## src/rtl/_unused_marker.sv

```systemverilog
`timescale 1ns/1ps

```

## src/rtl/msb_pkg.sv

```systemverilog
// Constants, timing figures and carrier types for the media status and backup link block.
// Assumes one 250 MHz clock and pins that arrive asynchronously to it.
// How it works
// - Strap pin or configuration bit selects direct fiber or differential module mode.
// - In module mode, fiber data passes only while signal detect is above threshold.
// - After power-up the backup strap is sampled; high sets backup disable.
// - Management may overwrite backup disable after power-up; the written value is used.
// - After power-up the backup pin turns output and drives high to enable.
// - Copper speed indicator: high at 100Mbps, low at 10Mbps, else released.
// - Fiber speed indicator: high at 100Mbps, low at 10Mbps, else released.
// - Copper speed released: activity pin pulls low during auto-negotiation reception.
// - Copper speed driven: activity pin pulls low while a packet is detected.
// - Packet indication is stretched to a minimum between 1.3 and 2.7 ms.
// - In every other case the activity pin stays released.
// - All logic, stretch timing included, runs on the one reference clock.
package msb_pkg;

	// Clock rate
	localparam real CLK_MHZ = 250.0;

	// Stretch window of the activity indication, in milliseconds
	localparam real STRETCH_MIN_MS = 1.3;
	localparam real STRETCH_MAX_MS = 2.7;
	localparam int STRETCH_MIN_CYC = int'($ceil(STRETCH_MIN_MS * 1000.0 * CLK_MHZ));
	localparam int STRETCH_MAX_CYC = int'($floor(STRETCH_MAX_MS * 1000.0 * CLK_MHZ));

	// Settling time before the backup strap is read, in microseconds
	localparam real STRAP_WAIT_US = 2.0;
	localparam int STRAP_WAIT_CYC = int'($ceil(STRAP_WAIT_US * CLK_MHZ));
	localparam int STRAP_WAIT_W = 10;

	// Mode encoding and reset values
	localparam logic FIBER_MODE_DIRECT = 1'h0;
	localparam logic FIBER_MODE_DIFF = 1'h1;
	localparam logic BKP_DIS_RST = 1'h1;

	// Power-up sequencer states
	typedef enum logic [2:0] {
		ST_WAIT = 3'h1,
		ST_LOAD = 3'h2,
		ST_RUN = 3'h4
	} msb_state_t;

	// Asynchronous pin levels that pass the synchroniser together
	typedef struct packed {
		logic fiber_sd;
		logic mode_strap;
		logic bkp_strap;
		logic cu_100;
		logic cu_10;
		logic cu_an;
		logic cu_pkt;
		logic fo_100;
		logic fo_10;
		logic fo_data;
	} msb_pins_t;

	localparam int PIN_W = $bits(msb_pins_t);

endpackage

```

## src/rtl/msb_top.sv

```systemverilog
// Media status and backup link logic: signal-detect gating, backup strap, speed and activity indicators.
// Assumes all receiver status levels arrive asynchronously; the tri-state pins are resolved outside.
`timescale 1ns/1ps

module msb_top #(
	parameter int STRETCH_CYCLES = msb_pkg::STRETCH_MIN_CYC,
	parameter int CNT_W = 20
) (
	input wire logic clk_i,
	input wire logic resetn_i,
	input wire logic fiber_signal_detect_in_i,
	input wire logic fiber_interface_mode_select_i,
	input wire logic cfg_fiber_mode_bit_i,
	input wire logic fiber_rx_data_i,
	input wire logic backup_link_strap_in_i,
	input wire logic mgmt_bkp_we_i,
	input wire logic mgmt_bkp_wdata_i,
	input wire logic copper_rx_100_i,
	input wire logic copper_rx_10_i,
	input wire logic copper_rx_an_i,
	input wire logic copper_rx_pkt_i,
	input wire logic fiber_rx_100_i,
	input wire logic fiber_rx_10_i,
	output logic fiber_rx_gated_o,
	output logic fiber_mode_o,
	output logic backup_function_disable_o,
	output logic backup_link_strap_out_o,
	output logic backup_link_strap_oe_o,
	output logic copper_rx_speed_ind_o,
	output logic copper_rx_speed_ind_oe_o,
	output logic fiber_rx_speed_ind_o,
	output logic fiber_rx_speed_ind_oe_o,
	output logic copper_neg_activity_ind_o,
	output logic copper_neg_activity_ind_oe_o
);

	localparam int W = msb_pkg::PIN_W;

	// Refuse a zero stretch, a stretch above the window maximum, or a counter too narrow for it
	if (CNT_W < 1 || CNT_W > 30 || STRETCH_CYCLES < 1 || STRETCH_CYCLES > msb_pkg::STRETCH_MAX_CYC
		|| STRETCH_CYCLES >= (2 ** CNT_W)) begin : g_bad_stretch
		$error("msb_top: STRETCH_CYCLES does not fit the stretch window or the counter");
	end

	msb_pkg::msb_pins_t pin_raw;
	msb_pkg::msb_pins_t pin_f;
	logic [W-1:0] sync1, sync2, sync3, filt, next_filt;

	// Gather the pins into one carrier
	assign pin_raw = '{fiber_sd: fiber_signal_detect_in_i, mode_strap: fiber_interface_mode_select_i,
		bkp_strap: backup_link_strap_in_i, cu_100: copper_rx_100_i, cu_10: copper_rx_10_i,
		cu_an: copper_rx_an_i, cu_pkt: copper_rx_pkt_i, fo_100: fiber_rx_100_i,
		fo_10: fiber_rx_10_i, fo_data: fiber_rx_data_i};
	assign pin_f = filt;

	// Level accepted only when the second and third stages agree, which hides a metastable settle
	for (genvar g = 0; g < W; g++) begin : g_sync
		always_comb begin
			next_filt[g] = (sync2[g] == sync3[g]) ? sync3[g] : filt[g];
		end
	end

	// Synchroniser stages; the first stage feeds only the second
	always_ff @(posedge clk_i or negedge resetn_i) begin
		if (!resetn_i) begin
			sync1 <= '0;
			sync2 <= '0;
			sync3 <= '0;
			filt <= '0;
		end else begin
			sync1 <= pin_raw;
			sync2 <= sync1;
			sync3 <= sync2;
			filt <= next_filt;
		end
	end

	// Fiber mode and signal-detect gating
	logic next_mode, next_gated;
	always_comb begin
		next_mode = (pin_f.mode_strap | cfg_fiber_mode_bit_i) ? msb_pkg::FIBER_MODE_DIFF
			: msb_pkg::FIBER_MODE_DIRECT;
		next_gated = pin_f.fo_data & ((fiber_mode_o == msb_pkg::FIBER_MODE_DIRECT) | pin_f.fiber_sd);
	end

	always_ff @(posedge clk_i or negedge resetn_i) begin
		if (!resetn_i) begin
			fiber_mode_o <= msb_pkg::FIBER_MODE_DIRECT;
			fiber_rx_gated_o <= 1'h0;
		end else begin
			fiber_mode_o <= next_mode;
			fiber_rx_gated_o <= next_gated;
		end
	end

	// Power-up sequencer: let the strap settle, load it once, then turn the pin round
	msb_pkg::msb_state_t state, next_state;
	logic [msb_pkg::STRAP_WAIT_W-1:0] wait_cnt, next_wait_cnt;
	logic next_bkp_dis, next_bkp_oe;
	always_comb begin
		next_state = state;
		next_wait_cnt = wait_cnt;
		next_bkp_dis = backup_function_disable_o;
		next_bkp_oe = backup_link_strap_oe_o;
		unique case (state)
			msb_pkg::ST_WAIT: begin
				next_wait_cnt = wait_cnt + 1'h1;
				if (wait_cnt == msb_pkg::STRAP_WAIT_W'(msb_pkg::STRAP_WAIT_CYC - 1))
					next_state = msb_pkg::ST_LOAD;
			end
			msb_pkg::ST_LOAD: begin
				next_bkp_dis = pin_f.bkp_strap;
				next_state = msb_pkg::ST_RUN;
			end
			msb_pkg::ST_RUN: begin
				next_bkp_oe = 1'h1;
				if (mgmt_bkp_we_i)
					next_bkp_dis = mgmt_bkp_wdata_i;
			end
		endcase
	end

	always_ff @(posedge clk_i or negedge resetn_i) begin
		if (!resetn_i) begin
			state <= msb_pkg::ST_WAIT;
			wait_cnt <= '0;
			backup_function_disable_o <= msb_pkg::BKP_DIS_RST;
			backup_link_strap_oe_o <= 1'h0;
			backup_link_strap_out_o <= 1'h0;
		end else begin
			state <= next_state;
			wait_cnt <= next_wait_cnt;
			backup_function_disable_o <= next_bkp_dis;
			backup_link_strap_oe_o <= next_bkp_oe;
			backup_link_strap_out_o <= ~next_bkp_dis; // High enables the secondary converter
		end
	end

	// Speed indicators and activity stretch; one clock serves all of it
	logic next_cu_spd, next_cu_spd_oe, next_fo_spd, next_fo_spd_oe, next_act_oe;
	logic [CNT_W-1:0] stretch_cnt, next_stretch_cnt;
	logic stretch_on;
	always_comb begin
		next_cu_spd_oe = pin_f.cu_100 | pin_f.cu_10;
		next_cu_spd = pin_f.cu_100;
		next_fo_spd_oe = pin_f.fo_100 | pin_f.fo_10;
		next_fo_spd = pin_f.fo_100;
		// Reload while the packet lasts so the window counts from its end
		if (pin_f.cu_pkt)
			next_stretch_cnt = CNT_W'(STRETCH_CYCLES);
		else if (stretch_cnt != '0)
			next_stretch_cnt = stretch_cnt - 1'h1;
		else
			next_stretch_cnt = '0;
		stretch_on = pin_f.cu_pkt | (stretch_cnt != '0);
		// Pull low for negotiation when speed released, for packets when driven, else release
		next_act_oe = next_cu_spd_oe ? stretch_on : pin_f.cu_an;
	end

	always_ff @(posedge clk_i or negedge resetn_i) begin
		if (!resetn_i) begin
			copper_rx_speed_ind_o <= 1'h0;
			copper_rx_speed_ind_oe_o <= 1'h0;
			fiber_rx_speed_ind_o <= 1'h0;
			fiber_rx_speed_ind_oe_o <= 1'h0;
			copper_neg_activity_ind_o <= 1'h0;
			copper_neg_activity_ind_oe_o <= 1'h0;
			stretch_cnt <= '0;
		end else begin
			copper_rx_speed_ind_o <= next_cu_spd;
			copper_rx_speed_ind_oe_o <= next_cu_spd_oe;
			fiber_rx_speed_ind_o <= next_fo_spd;
			fiber_rx_speed_ind_oe_o <= next_fo_spd_oe;
			copper_neg_activity_ind_o <= 1'h0; // Open-drain: only ever pulls low
			copper_neg_activity_ind_oe_o <= next_act_oe;
			stretch_cnt <= next_stretch_cnt;
		end
	end
endmodule

```

## config.mk

```make
export PLATFORM = sky130hd
export DESIGN_NAME = msb_top
export DESIGN_NICKNAME = d
export VERILOG_FILES = /design/src/rtl/_unused_marker.sv /design/src/rtl/msb_pkg.sv /design/src/rtl/msb_top.sv
export SDC_FILE = /design/constraint.sdc
export NUM_CORES = 1
export LEC_CHECK = 0
export BUFFER_PORTS_ARGS = -buffer_cell sky130_fd_sc_hd__buf_2
export CORE_MARGIN = 3
export CORE_UTILIZATION = 45
export DETAILED_ROUTE_END_ITERATION = 16
export PLACE_DENSITY = 0.74
export SLEW_MARGIN = 20
export SYNTH_ARGS = -nofsm -noshare
export SYNTH_HDL_FRONTEND = slang
export SYNTH_SLANG_ARGS = --single-unit
```

## constraint.sdc

```tcl
create_clock -name clk_i -period 1.75 [get_ports clk_i]
set_input_delay 0.0875 -clock clk_i [delete_from_list [all_inputs] [get_ports clk_i]]
set_output_delay 0.0875 -clock clk_i [all_outputs]
set_load 0.01 [all_outputs]
```

==> run summary <==
Simple-gate share of the synthesized area - 14.2%
Syn Nets - 252
Area Overhead vs Synth - 27.6%
Fin crit period - 1750 ps
Synth Flop Type - dfrtp_1
Util after Layout - 60.7%
# port buffers - 24
RSZ-0062 raised after global routing - yes
Wire per inst - 14.4 um
Clk sink count - 83
Commonest non-fill, non-tap cell in the layout - dfrtp_1
Worst-Skew Late Latency - 360 ps
Gr usage total - 15.9%
Final number of setup-violating endpoints - 0
Number of distinct library cells after synthesis - 44
Area of the multi-input gates - 1050 sq um
Placer congestion estimate - 0.860
CTS tree - done
Vias per cell - 5.17
Max-cap violations - 0
Critical-path maximum fanout - 3
Largest family of logic cells by synthesized area - simple AND/OR/NAND/NOR gates
Status - finished clean
Worst Setup SP - stretch_cnt[4]$_DFF_PN0_
Routed WL - 5650 um
CTS Buf Count - 9
Setup TNS - 0 ps
Finished Cell Area - 3960 sq um
Hold Crit Class - in2reg
Layout Nets - 327
Startpoint Class - flip-flop
F_max - 573 MHz
Post-synth EDFFs - 0
Mux cell area share after synthesis - 1.33%
CTS Buffer Depth - 2
DIE AREA - 7940 sq um
Placed cell count - 355
Die Span Y - 89.1 um
Width of the die - 89.1 um
DRT antenna net count - 0
Avg Cell Area, Syn - 13.3 sq um
Fin cells - 391
Period utilization - 99.8%
Diodes inserted - 0
Critical Path Sink Type - flip-flop
Root Driver - clkbuf_8
Pwr Density - 1030 nW/um^2
Clock transition at path regs - 90 ps
VDD IR-drop max - 661 uV
Initial Util - 47.6%
Layout Skew - 9.43 ps
YS warnings - 0
LEAKAGE - 1.73 nW
R2r startpoint - stretch_cnt[4]$_DFF_PN0_
Post-Synth Adder-Cell Area - 4.43%
Final Hold Fails - 0
Synthesized area - 3110 sq um
Fin. max-slew vios - 0
Area of placed instances - 3500 sq um
Post-Synth XOR/XNOR Area - 5.36%
First-pass GRT wire length - 9400 um
HP Start - mgmt_bkp_wdata_i
Site Rows - 29
Initial detailed-routing violation count - 99
Residual DRC - 0
# IOs - 26
FFs w/ async S/R, synth - 100%
Detailed Place HPWL - 3590 um
Layout cells sized above 1 - 30.6%
Critical setup path kind - reg2reg
Seq/Total Area, Yosys - 66.9%
Number of global-route vias before repair - 1997
Total power - 4.09 mW
Register Area - 2080 sq um
Critical path data arrival time - 2020 ps
Most frequent cells in the layout - dfrtp_1, buf_4, nor2_1, buf_2, nand2_1
Total congestion overflow - 0
Fillcell total - 485
Gate Count Post-Synth - 234
Largest net degree at the start of global routing - 50
Core area - 6530 sq um
Yosys reg bits - 83
Vias - 2021
H-tree depth - 3
Critical path data required time - 2030 ps
Initial antenna violation count - 0
Area fraction in compound gates after synthesis - 6.36%
First drt pass iteration count - 4
[what timing repair did]
action                     4_1_cts  5_1_grt
setup buffers                    6        2
hold endpoints to repair        43        0
setup endpoints to repair        5       21
pin swaps                        7        5
hold buffers                    12        0
gates resized for setup          9        7
[synth_stat cells, types with 3 or more instances]
library cell | count | area, sq um
dfrtp_1 | 81 | 2030
nor2_1 | 23 | 86.3
nand2_1 | 14 | 52.6
o21ai_0 | 11 | 55.1
maj3_1 | 10 | 100
xnor2_1 | 10 | 87.6
xor2_1 | 9 | 78.8
a21oi_1 | 6 | 30.0
inv_1 | 5 | 18.8
nand4_1 | 5 | 31.3
nand3_1 | 4 | 20.0
and3_1 | 3 | 18.8
ha_1 | 3 | 37.5
mux2i_1 | 3 | 30.0
nor3_1 | 3 | 15.0
nor4_1 | 3 | 18.8
nor4_4 | 3 | 63.8
or2_2 | 3 | 18.8
or4_1 | 3 | 22.5
[logic make-up (layout without fill, tap and decap cells)]
logic type	Yosys count	count (layout)
AOI/OAI and AO/OA	31	31
xor gates and xnor gates	19	19
adders and majority gates	13	13
buffers and inverters	9	89
DFF	83	83
muxes	4	4
other	1	1
and+or+nand+nor	74	74
[worst paths after layout]
check	end	slack, ps	cells past startpoint
max	stretch_cnt[13]$_DFF_PN0_	3	6
min	backup_link_strap_out_o$_DFF_PN0_	110	3
max reg2reg	stretch_cnt[13]$_DFF_PN0_	3	6
min reg2reg	sync2[7]$_DFF_PN0_	350	0
max in group asynchronous	stretch_cnt[9]$_DFF_PN0_	940	3
min in group asynchronous	wait_cnt[0]$_DFFE_PN0N_	220	2
[layer usage]
| metal | global-route usage, % | part of all wire, % | routed length, um |
|---|---|---|---|
| met1 | 20.4 | 44 | 2480 |
| met3 | 3.59 | 3.1 | 174 |
| met4 | 8.53 | 2.4 | 133 |
| met2 | 25.1 | 51 | 2860 |
| met5 | 0 | 0 | 0 |
[through the flow]
| step | setup slack (ps) | hold WS, ps |
|---|---|---|
| floorplan | 15.2 | -208 |
| CTS | -25.2 | 80.9 |
| global route | -92.0 | 137 |
| finish | 3.37 | 110 |
| global placement | 38.4 | 81.9 |
| detailed placement | -33.5 | 77.5 |
[power breakdown]
| part | switching [mW] | total, mW | internal [mW] | leakage [nW] |
|---|---|---|---|---|
| combinational | 0.271 | 0.593 | 0.322 | 0.655 |
| sequential | 0.133 | 2.18 | 2.05 | 0.982 |
| clock | 0.763 | 1.32 | 0.555 | 0.0902 |
[cell type report]
type / instances / share of cell area [%]
Tap cell: 77 / 2.43
Inverter: 5 / 0.473
Clock buffer: 9 / 3.13
Clock inverter: 7 / 1.83
Timing Repair Buffer: 68 / 13.1
Sequential cell: 83 / 52.6
Multi-Input combinational cell: 142 / 26.5
[critical path, stage by stage, from the launching register on]
cell	delay [ps]
dfrtp_2	440
nor4_4	270
buf_4	180
buf_12	100
nand3_4	60
or4b_1	470
a31oi_1	140
[registers in the layout (all words and copies together), names as in the netlist, 3 cells and up]
signal and cells:
stretch_cnt 20, filt 10, sync1 10, sync2 10, sync3 10, wait_cnt 10
state 3
Note: power is estimated with default switching activity, not from simulation.
